File: config.mk
export PLATFORM = sky130hd
export DESIGN_NAME = xqt_top
export DESIGN_NICKNAME = d
export VERILOG_FILES = /design/src/shared/xqt_pkg.sv /design/src/shared/xqt_rom_if.sv /design/src/rtl/xqt_top.sv /design/src/rtl/xqt_rom.sv
export SDC_FILE = /design/constraint.sdc
export NUM_CORES = 1
export LEC_CHECK = 0
export ABC_AREA = 1
export CORE_MARGIN = 2
export CORE_UTILIZATION = 50
export CTS_CLUSTER_SIZE = 40
export DETAILED_ROUTE_END_ITERATION = 16
export DONT_BUFFER_PORTS = 1
export HOLD_SLACK_MARGIN = 0.06
export PLACE_DENSITY = 0.72
export SYNTH_ARGS = -nofsm -noshare
export SYNTH_HDL_FRONTEND = slang
export SYNTH_HIERARCHICAL = 1
export SYNTH_SLANG_ARGS = --single-unit
File: constraint.sdc
create_clock -name sys_clk -period 3.6 [get_ports sys_clk]
set_input_delay 0 -clock sys_clk [delete_from_list [all_inputs] [get_ports sys_clk]]
set_output_delay 0 -clock sys_clk [all_outputs]
set_load 0.03 [all_outputs]
File: src/shared/xqt_pkg.sv
// constants, types and field layout for the extended query table block
// assumes one 25 MHz clock and a plain word-wide register port
// Functional notes
// - Query addresses 39h, 3Ah and 3Bh return 50h, 52h and 49h, the ASCII signature that opens the table.
// - The table version reads as ASCII major 31h at 3Ch and ASCII minor 33h at 3Dh.
// - Addresses 3Eh to 41h return the feature field E6h, 03h, 00h, 00h, with bits 10 to 31 reading zero.
// - Feature bit 31 stays clear, so a host must not look for a further feature field.
// - Feature bits report no chip erase, erase suspend, program suspend, no legacy lock and no queued erase.
// - Feature bits 5 to 9 are set for block locking, protection bits, page reads, sync reads and simultaneous ops.
// - Address 42h returns 01h: program is allowed after erase suspend, other bits zero.
// - While an operation is suspended, reads of the status and the query table are still served.
// - Addresses 43h and 44h return the block status mask 03h, 00h with bits 2 to 15 zero.
// - Address 45h returns 18h, the best logic supply level as BCD volts and BCD tenths.
// - Address 46h returns C0h, the optimum programming supply as hex volts and BCD tenths.
// - Address 47h returns 01h protection fields, and a host reads 00h as 256 fields.
// - The lock byte sits at query address 0080h, low byte 80h at 48h and high byte 00h at 49h.
// - Addresses 4Ah and 4Bh each return exponent 03h, eight factory bytes and eight user bytes.

package xqt_pkg;

  localparam int ADDR_W = 8;
  localparam int DATA_W = 16;
  localparam int BYTE_W = 8;
  localparam int CTRL_W = 2;
  localparam int STAT_W = 3;

  typedef logic [ADDR_W-1:0] xqt_addr_t;
  typedef logic [DATA_W-1:0] xqt_word_t;
  typedef logic [BYTE_W-1:0] xqt_byte_t;

  // own control and status words, below the table
  localparam xqt_addr_t OFS_CTRL = 8'h00;
  localparam xqt_addr_t OFS_STATUS = 8'h01;
  localparam xqt_addr_t OFS_QCOUNT = 8'h02;
  localparam int CTRL_QUERY_BIT = 0;
  localparam int CTRL_SUSP_BIT = 1;
  localparam int STAT_UNMAPPED_BIT = 2;
  localparam logic [CTRL_W-1:0] CTRL_RESET = 2'h0;

  // table offsets
  localparam xqt_addr_t OFS_SIG0 = 8'h39;
  localparam xqt_addr_t OFS_SIG1 = 8'h3a;
  localparam xqt_addr_t OFS_SIG2 = 8'h3b;
  localparam xqt_addr_t OFS_VER_MAJ = 8'h3c;
  localparam xqt_addr_t OFS_VER_MIN = 8'h3d;
  localparam xqt_addr_t OFS_FEAT0 = 8'h3e;
  localparam xqt_addr_t OFS_FEAT1 = 8'h3f;
  localparam xqt_addr_t OFS_FEAT2 = 8'h40;
  localparam xqt_addr_t OFS_FEAT3 = 8'h41;
  localparam xqt_addr_t OFS_AFTER_SUSP = 8'h42;
  localparam xqt_addr_t OFS_BLK_MASK_LO = 8'h43;
  localparam xqt_addr_t OFS_BLK_MASK_HI = 8'h44;
  localparam xqt_addr_t OFS_LOGIC_SUPPLY = 8'h45;
  localparam xqt_addr_t OFS_PROG_SUPPLY = 8'h46;
  localparam xqt_addr_t OFS_PROT_COUNT = 8'h47;
  localparam xqt_addr_t OFS_LOCK_LO = 8'h48;
  localparam xqt_addr_t OFS_LOCK_HI = 8'h49;
  localparam xqt_addr_t OFS_FACT_EXP = 8'h4a;
  localparam xqt_addr_t OFS_USER_EXP = 8'h4b;

  // feature field layout
  localparam int FEAT_CHIP_ERASE_BIT = 0;
  localparam int FEAT_SUSP_ERASE_BIT = 1;
  localparam int FEAT_SUSP_PROG_BIT = 2;
  localparam int FEAT_LEGACY_LOCK_BIT = 3;
  localparam int FEAT_QUEUED_ERASE_BIT = 4;
  localparam int FEAT_MORE_BIT = 31;
  localparam logic [31:0] FEATURE_WORD = 32'h0000_03e6;

  // table contents
  localparam xqt_byte_t VAL_SIG0 = 8'h50;
  localparam xqt_byte_t VAL_SIG1 = 8'h52;
  localparam xqt_byte_t VAL_SIG2 = 8'h49;
  localparam xqt_byte_t VAL_VER_MAJ = 8'h31;
  localparam xqt_byte_t VAL_VER_MIN = 8'h33;
  localparam xqt_byte_t VAL_FEAT0 = FEATURE_WORD[7:0];
  localparam xqt_byte_t VAL_FEAT1 = FEATURE_WORD[15:8];
  localparam xqt_byte_t VAL_FEAT2 = FEATURE_WORD[23:16];
  localparam xqt_byte_t VAL_FEAT3 = FEATURE_WORD[31:24];
  localparam xqt_byte_t VAL_AFTER_SUSP = 8'h01;
  localparam xqt_byte_t VAL_BLK_MASK_LO = 8'h03;
  localparam xqt_byte_t VAL_BLK_MASK_HI = 8'h00;
  localparam xqt_byte_t VAL_LOGIC_SUPPLY = 8'h18;
  localparam xqt_byte_t VAL_PROG_SUPPLY = 8'hc0;
  localparam xqt_byte_t VAL_PROT_COUNT = 8'h01;
  localparam xqt_byte_t VAL_LOCK_LO = 8'h80;
  localparam xqt_byte_t VAL_LOCK_HI = 8'h00;
  localparam xqt_byte_t VAL_FACT_EXP = 8'h03;
  localparam xqt_byte_t VAL_USER_EXP = 8'h03;

endpackage

File: src/shared/xqt_rom_if.sv
// lookup link between the register front end and the table
// assumes a purely combinational table behind the rom modport
`timescale 1ns/1ps
`default_nettype none

interface xqt_rom_if;
  xqt_pkg::xqt_addr_t addr;
  logic hit;
  xqt_pkg::xqt_byte_t data;

  modport user (output addr, input hit, input data);
  modport rom (input addr, output hit, output data);
endinterface

`default_nettype wire

File: src/rtl/xqt_top.sv
// register front end of the extended query table
// assumes a single-cycle strobe master that never waits
`timescale 1ns/1ps
`default_nettype none

module xqt_top #(
  parameter int CNT_W = 16
) (
  input wire logic sys_clk,
  input wire logic nrst,
  input wire xqt_pkg::xqt_addr_t reg_addr,
  input wire xqt_pkg::xqt_word_t reg_wdata,
  input wire logic reg_wr,
  input wire logic reg_rd,
  output xqt_pkg::xqt_word_t reg_rdata,
  output logic query_active,
  output logic op_suspended
);
  import xqt_pkg::*;

  xqt_rom_if rom_if ();

  logic [CTRL_W-1:0] ctrl_q;
  logic [CNT_W-1:0] count_q;
  logic unmapped_q;
  xqt_word_t rdata_q;
  xqt_word_t rdata_d;
  logic [STAT_W-1:0] status;
  logic own_hit;
  logic table_rd;

  xqt_rom u_rom (
    .port(rom_if.rom)
  );

  assign rom_if.addr = reg_addr;
  assign own_hit = (reg_addr == OFS_CTRL) || (reg_addr == OFS_STATUS) || (reg_addr == OFS_QCOUNT);
  // suspend never gates the table, only query mode does
  assign table_rd = reg_rd && rom_if.hit && ctrl_q[CTRL_QUERY_BIT];
  assign status = {unmapped_q, ctrl_q[CTRL_SUSP_BIT], ctrl_q[CTRL_QUERY_BIT]};

  // control word: query mode and suspend state
  always_ff @(posedge sys_clk or negedge nrst)
  begin
    if (!nrst)
    begin
      ctrl_q <= CTRL_RESET;
    end
    else if (reg_wr && reg_addr == OFS_CTRL)
    begin
      ctrl_q <= reg_wdata[CTRL_W-1:0];
    end
  end

  // table read counter; a read in the clearing cycle still counts
  always_ff @(posedge sys_clk or negedge nrst)
  begin
    if (!nrst)
    begin
      count_q <= '0;
    end
    else if (table_rd)
    begin
      count_q <= count_q + CNT_W'(1);
    end
    else if (reg_wr && reg_addr == OFS_QCOUNT)
    begin
      count_q <= '0;
    end
  end

  // last read hit nothing mapped
  always_ff @(posedge sys_clk or negedge nrst)
  begin
    if (!nrst)
    begin
      unmapped_q <= 1'b0;
    end
    else if (reg_rd)
    begin
      unmapped_q <= !(own_hit || rom_if.hit);
    end
  end

  // read mux; the table is read-only and writes to it fall away
  always_comb
  begin
    rdata_d = '0;
    if (reg_addr == OFS_CTRL)
    begin
      rdata_d = xqt_word_t'(ctrl_q);
    end
    else if (reg_addr == OFS_STATUS)
    begin
      rdata_d = xqt_word_t'(status);
    end
    else if (reg_addr == OFS_QCOUNT)
    begin
      rdata_d = xqt_word_t'(count_q);
    end
    else if (rom_if.hit && ctrl_q[CTRL_QUERY_BIT])
    begin
      rdata_d = xqt_word_t'(rom_if.data);
    end
  end

  // answer stands one cycle only, zero otherwise
  always_ff @(posedge sys_clk or negedge nrst)
  begin
    if (!nrst)
    begin
      rdata_q <= '0;
    end
    else if (reg_rd)
    begin
      rdata_q <= rdata_d;
    end
    else
    begin
      rdata_q <= '0;
    end
  end

  assign reg_rdata = rdata_q;
  assign query_active = ctrl_q[CTRL_QUERY_BIT];
  assign op_suspended = ctrl_q[CTRL_SUSP_BIT];
endmodule // xqt_top

`default_nettype wire

File: src/rtl/xqt_rom.sv
// constant table of capability bytes, 39h to 4Bh
// assumes the caller registers the answer
`timescale 1ns/1ps
`default_nettype none

module xqt_rom (
  xqt_rom_if.rom port
);
  import xqt_pkg::*;

  always_comb
  begin
    port.hit = 1'b1;
    case (port.addr)
      OFS_SIG0: port.data = VAL_SIG0;
      OFS_SIG1: port.data = VAL_SIG1;
      OFS_SIG2: port.data = VAL_SIG2;
      OFS_VER_MAJ: port.data = VAL_VER_MAJ;
      OFS_VER_MIN: port.data = VAL_VER_MIN;
      OFS_FEAT0: port.data = VAL_FEAT0;
      OFS_FEAT1: port.data = VAL_FEAT1;
      OFS_FEAT2: port.data = VAL_FEAT2;
      OFS_FEAT3: port.data = VAL_FEAT3;
      OFS_AFTER_SUSP: port.data = VAL_AFTER_SUSP;
      OFS_BLK_MASK_LO: port.data = VAL_BLK_MASK_LO;
      OFS_BLK_MASK_HI: port.data = VAL_BLK_MASK_HI;
      OFS_LOGIC_SUPPLY: port.data = VAL_LOGIC_SUPPLY;
      OFS_PROG_SUPPLY: port.data = VAL_PROG_SUPPLY;
      OFS_PROT_COUNT: port.data = VAL_PROT_COUNT;
      OFS_LOCK_LO: port.data = VAL_LOCK_LO;
      OFS_LOCK_HI: port.data = VAL_LOCK_HI;
      OFS_FACT_EXP: port.data = VAL_FACT_EXP;
      OFS_USER_EXP: port.data = VAL_USER_EXP;
      default:
      begin
        port.hit = 1'b0;
        port.data = '0;
      end
    endcase
  end

endmodule // xqt_rom

`default_nettype wire

# After elaboration in Yosys (flattened, before gate mapping)
# Index checks and enable logic that the tools add are counted.
dict set report classes {
  addsub 1
  n_mux 9
  eq_ne 21
  n_reduce_logical 14
}
# cell n
set ops {}
lappend ops {{8-bit by 7-bit equality test with 1-bit output (second input constant)} 12}
lappend ops {{16-bit 2-to-1 mux} 6}
lappend ops {{8-bit one-hot mux with 11 select lines} 1}
lappend ops {{8-bit by 6-bit equality test with 1-bit output (second input constant)} 7}
lappend ops {{19-bit OR reduction} 1}
lappend ops {{16-bit by 1-bit adder with 16-bit output (second input constant)} 1}
lappend ops {{8-bit by 1-bit equality test with 1-bit output (second input constant)} 1}
lappend ops {{8-bit by 2-bit equality test with 1-bit output (second input constant)} 1}
lappend ops {{8-bit zero test} 1}
lappend ops {{8-bit 2-to-1 mux} 1}
lappend ops {{1-bit logical AND} 5}
lappend ops {{4-bit OR reduction} 1}
lappend ops {{1-bit logical OR} 3}
lappend ops {{2-bit nonzero test} 1}
lappend ops {{2-bit OR reduction} 1}
lappend ops {{1-bit zero test} 1}
lappend ops {{1-bit 2-to-1 mux} 1}
dict set report totals {
  output_inout_bits 18
  wordCells 49
  register_bits 35
}

# Logic depth before layout (Yosys ltp)
dict set report depth {
  word_depth 9
  ltp_mapped 14
  ltp_nobuf 14
}

# Hierarchy
# Netlist, hierarchy kept.
# mod cells_each instances area_per_inst_um2 seq_area_each_um2
set modules_own_cells {}
lappend modules_own_cells {xqt_top 243 1 1850.5 875.8}
lappend modules_own_cells {xqt_rom 68 1 315.3 0.0}

# Least setup slack after synthesis
# Ideal clock, no wire load.
dict set report synth_path {
  path_type {input -> register}
  startpoint {input port reg_addr[7]}
  endpoint {register count_q[3]}
  path_slack_ps 2268
  stages 13
  n_path_buf 1
  setup_ps 124
  t_arrival_ps 1208
  cell_sequence {inv_1 -> nand2_1 -> nor2_4 -> nand2_1 -> nand3_1 -> nor2_1 -> nand3_1 -> nand2_1 -> inv_2 -> nand2_2 -> buf_2 -> nand3_1 -> o21ai_1}
}
dict set report synth_between {
  elab_chain_len 6
  word_cells_on_any_way 27
  classes_between {eq/ne: 20; mux: 2; reduce/logical: 5}
}
# element line
set synth_lines {}
lappend synth_lines {{from (decl)} xqt_top.sv:11} ;# input wire xqt_pkg::xqt_addr_t reg_addr,
lappend synth_lines {{8-bit by 7-bit equality test with 1-bit output or 8-bit by 6-bit equality test with 1-bit output (tied branches)} xqt_rom.sv:14} ;# case (port.addr)
lappend synth_lines {{19-bit OR reduction (no line) (*)} n/a}
lappend synth_lines {{1-bit 2-to-1 mux (*)} xqt_rom.sv:14}
lappend synth_lines {{via rom_if.hit} xqt_rom_if.sv:8} ;# logic hit;
lappend synth_lines {{1-bit logical AND (*) (2 in a row)} xqt_top.sv:39} ;# assign table_rd = reg_rd && rom_if.hit && ctrl_q[CTRL_QUERY_BIT];
lappend synth_lines {{16-bit 2-to-1 mux or 2-bit nonzero test (tied branches)} n/a}
lappend synth_lines {{to (signal assigned)} xqt_top.sv:64} ;# count_q <= count_q + CNT_W'(1);
lappend synth_lines {{to (decl)} xqt_top.sv:24} ;# logic [CNT_W-1:0] count_q;
# The timed path passes the listed nets; every way through them passes the cells marked *.
# A chain may end at the register's enable or synchronous reset.

# Worst setup path after layout
dict set report layout_path {
  startpoint {register ctrl_q[0]}
  endpoint {register count_q[5]}
}
dict set report layout_between {
  elab_chain_len 2
  word_cells_on_any_way 3
  classes_between {mux: 1; reduce/logical: 2}
}
# element line
set layout_lines {}
lappend layout_lines {{from (decl)} xqt_top.sv:23} ;# logic [CTRL_W-1:0] ctrl_q;
lappend layout_lines {{from (signal assigned)} xqt_top.sv:51} ;# ctrl_q <= reg_wdata[CTRL_W-1:0];
lappend layout_lines {{1-bit logical AND (*)} xqt_top.sv:39}
lappend layout_lines {{16-bit 2-to-1 mux or 2-bit nonzero test (tied branches)} n/a}
# Mark *: on every way between the ends. The rest lies on a longest branch, timed or not.

==> results.txt <==
- Post-layout worst setup margin: 1.96 ns
- Final Power: 0.835 mW
* Half-perimeter wire length of the detailed placement result: 3.36 mm
- Dividing the detail-routed wire length by the instance count gives 12.1 um.
* Path class of the lowest-slack min-delay path: in2reg
- TritonCTS clock tree: done
* Number of distinct library cell variants in the gate-level netlist after synthesis: 26
- The count of endpoints failing hold in the final timing report is 0.
* Fraction of final layout cells sized beyond drive strength 1: 10.6%
* Post-synth design cell area: 2170 um2
- Based on the critical path, the design can be clocked at up to 0.611 GHz.
- Worst-case setup slack after placement: 1.84 ns
* Port Buf Inserts: 0
* Setup CP Type: reg2reg
- Synthesis produced a netlist with a net count of 340.
- Buffer count from post-CTS setup fixing: 0
- Die Outline Area: 4870 um2
- Adding up every negative setup slack in the final design gives 0 ns.
- For the worst flop-to-flop path, the logic depth is 7.
* Total setup violations reported at the end of the flow: 0
- Number of buffers on the longest clock path: 2
- Critical path data arrival time: 1.83 ns
- Area share of the largest cell type after synthesis: 40.4%
- From bottom edge to top edge, the die measures 69.8 um.
- The number of antenna violations at the first check in global routing is 0.
* Unrepaired setup endpoints after global routing: no
- Async S/R FF share, synth: 100%
- TritonCTS sink count: 35
- In the post-synthesis netlist, the biggest area contributors are sky130_fd_sc_hd__dfrtp_1 (40%), sky130_fd_sc_hd__nand2_1 (14%), sky130_fd_sc_hd__nand3_1 (11%).
- Power Density: 350 nW/um2
* Detailed router's first-iteration violation count: 161
* IR Drop Worst-Case VDD: 129 uV
- Result of the run: finished, final reports clean
* Delay of the slowest cell on the worst path: 0.58 ns
* Maximum fanout along the worst path: 17
- Total via count in the routed design: 1957
- Startpoint Class: register
* Starting density of the core: 53.0%
- The worst pin sits at a relative slew slack of 73.5%.
* Clock period minus final worst setup slack: 1.64 ns
- Critical-path top delay cell: sky130_fd_sc_hd__dfrtp_1
* Number of top-level pins: 46
* Clock H-tree levels: 2
- For the pin with the worst max-slew slack, the measured transition is 0.398 ns.
- Number of buffers added by the clock tree synthesis step: 5
- Overflow left after global routing: 0
- Horizontal extent of the die: 69.8 um
- Yosys instantiated no cell more often than sky130_fd_sc_hd__nand2_1.
- Largest area contributor in the netlist: sky130_fd_sc_hd__dfrtp_1
- Final clock period utilization by the worst path: 45.5%
* Cell occurring most often along the worst timing path: sky130_fd_sc_hd__nand2_1
* Synthesized instance count: 311
- The count of nets left with antenna violations once routing finished came out at 0.
* Crit. End Element: register
- Gr usage total: 20.4%
- For the worst-skew pair, the clock arrives at the later sink with an insertion delay of 0.29 ns.
- Synthesis inferred 35 register bits.
- Standard-cell row count: 23
- Hold timing on the final database bottoms out at a slack of 0.0856 ns.
- Counting flops with a built-in enable in the synthesized netlist gives 0.
- Synth Flop Type: sky130_fd_sc_hd__dfrtp_1
- Between clock sinks in the finished design, the worst skew comes to 0.0154 ns.
* Iteration count of the initial detailed-routing pass: 4
* Count of cells resized by post-cts repair: 0
- Vias per Instance: 5.26
* Path length in cells of the critical path: 7
* Cells along the critical path: nand2_1, inv_2, nand2_2, inv_4, a21oi_1, o21ai_2, nand2_1
* Leak Pwr: 1.26 nW
- Via count of the first global-routing pass: 1792
- After clock tree synthesis, the clock-pin slew on the worst setup and hold paths is 0.08 ns.
- The final layout contains 350 nets.
* Area of the core: 4090 um2
* Global-route wire length before repair: 8.13 mm
- By count the netlist is led by sky130_fd_sc_hd__nand2_1 (82), sky130_fd_sc_hd__nand3_1 (46), sky130_fd_sc_hd__inv_1 (37), sky130_fd_sc_hd__dfrtp_1 (35), sky130_fd_sc_hd__nor2_1 (33).
- Clock tree synthesis selected as its root buffer the cell sky130_fd_sc_hd__clkbuf_8.
- Top delay family on crit path: flip-flops
* Total detailed-routing wirelength: 4.50 mm
- The final-report max-slew violation count came to 0.
* P&R area growth vs syn: 10.2%
- Number of cells traversed by the worst hold path: 5
* Buffer and inverter count on the worst path: 2
- Warning count from the yosys run: 6
* DRC violation count after routing: 0
- 0 antenna diodes ended up in the layout.
* Pin count of the biggest net entering global routing: 36
- Number of max-cap violations: 0
- Worst Path Required: 3.79 ns
* Mean Syn Cell Area: 6.96 um2
- Routability-driven placement finished with a final weighted congestion of 0.873.
- Sequential elements use 40.4% of the synthesized area.
-- cells in the final DEF, fill, tap and decap left out, types with 2 or more instances in the layout --
cell / Yosys / layout
sky130_fd_sc_hd__o211ai_1: 2 / 2
sky130_fd_sc_hd__o21ai_1: 10 / 10
sky130_fd_sc_hd__nand2_2: 6 / 6
sky130_fd_sc_hd__nor2_1: 33 / 33
sky130_fd_sc_hd__inv_1: 37 / 37
sky130_fd_sc_hd__dlygate4sd3_1: 0 / 7
sky130_fd_sc_hd__nand2_1: 82 / 82
sky130_fd_sc_hd__nor3_1: 9 / 9
sky130_fd_sc_hd__dfrtp_1: 35 / 35
sky130_fd_sc_hd__o21ai_0: 8 / 8
sky130_fd_sc_hd__nor2_4: 2 / 2
sky130_fd_sc_hd__nand3_2: 4 / 4
sky130_fd_sc_hd__inv_4: 2 / 2
sky130_fd_sc_hd__clkbuf_8: 0 / 5
sky130_fd_sc_hd__clkinv_2: 1 / 2
sky130_fd_sc_hd__nor2_2: 4 / 4
sky130_fd_sc_hd__xor2_1: 2 / 2
sky130_fd_sc_hd__nand3_1: 46 / 46
sky130_fd_sc_hd__a21oi_1: 8 / 8
sky130_fd_sc_hd__nand4_1: 6 / 6
sky130_fd_sc_hd__inv_2: 4 / 4
-- layout make-up --
| class | count | area, um2 |
|---|---|---|
| clock inverters | 3 | 43.8 |
| flip-flops and latches | 35 | 876 |
| multi-input cells | 226 | 1070 |
| inverters | 45 | 175 |
| repair buffers | 8 | 90.1 |
| clock buffers | 5 | 68.8 |
| well taps | 50 | 62.6 |
| fillers | 379 | 1700 |
-- per-stage QoR --
stage          std cells  util [%]  cell area, um2
6_report             372      58.4            2390
5_1_grt              372      58.4            2390
4_1_cts              372      58.4            2390
3_5_place_dp         356      53.5            2180
3_3_place_gp         356      53.5            2180
2_1_floorplan        311         -            2170
-- cell families after synthesis --
| logic type | after synthesis | synth area share (%) |
|---|---|---|
| AO/OA/AOI/OAI | 29 | 7.11 |
| XOR/XNOR | 2 | 0.809 |
| adder cells (fa/ha/maj) | 1 | 0.578 |
| buffers and inverters | 50 | 10.1 |
| flip-flops | 35 | 40.4 |
| AND/OR/NAND/NOR | 194 | 41.0 |
-- sequential cells by signal (all words and copies together), names as in the netlist --
register / count
reg_rdata: 16
ctrl_q: 2
count_q: 16
unmapped_q: 1
-- routing by layer --
metal / share of wire (%) / up-vias / GRT usage, %
met5: 0 / - / 0
met4: 1.1 / 0 / 6.41
met3: 5.7 / 5 / 3.63
met2: 43 / 56 / 31.3
met1: 50 / 872 / 29.3
li1: - / 1024 / -
-- repair_timing --
item	4_1_cts	5_1_grt
endpoints found under the setup margin	0	0
hold buffers	8	0
hold endpoints to repair	57	0
-- path summary, 6_finish.rpt --
kind	startpoint	slack [ns]	to
setup / recovery	ctrl_q[0]$_DFFE_PN0P_	1.96	count_q[5]$_DFFE_PN0P_
hold / removal	reg_addr[1]	0.09	reg_rdata[3]$_DFF_PN0_
setup reg to reg	ctrl_q[0]$_DFFE_PN0P_	1.96	count_q[5]$_DFFE_PN0P_
hold reg to reg	unmapped_q$_DFFE_PN0P_	0.50	unmapped_q$_DFFE_PN0P_
max in group asynchronous	nrst	3.25	count_q[3]$_DFFE_PN0P_
min in group asynchronous	nrst	0.15	count_q[6]$_DFFE_PN0P_
-- power by group --
group          switching [mW]  internal, mW  leakage, nW
Combinational          0.0454        0.0240        0.741
Sequential             0.0154         0.404        0.463
Clock                   0.140         0.206       0.0581
-- worst min-delay path, stage by stage --
cell	delay [ns]
sky130_fd_sc_hd__nor2_1	0.04
sky130_fd_sc_hd__nand3_2	0.08
sky130_fd_sc_hd__nand2_1	0.05
sky130_fd_sc_hd__nand3_1	0.08
sky130_fd_sc_hd__a21oi_1	0.08
No activity file was read; power rests on OpenSTA's default activity.
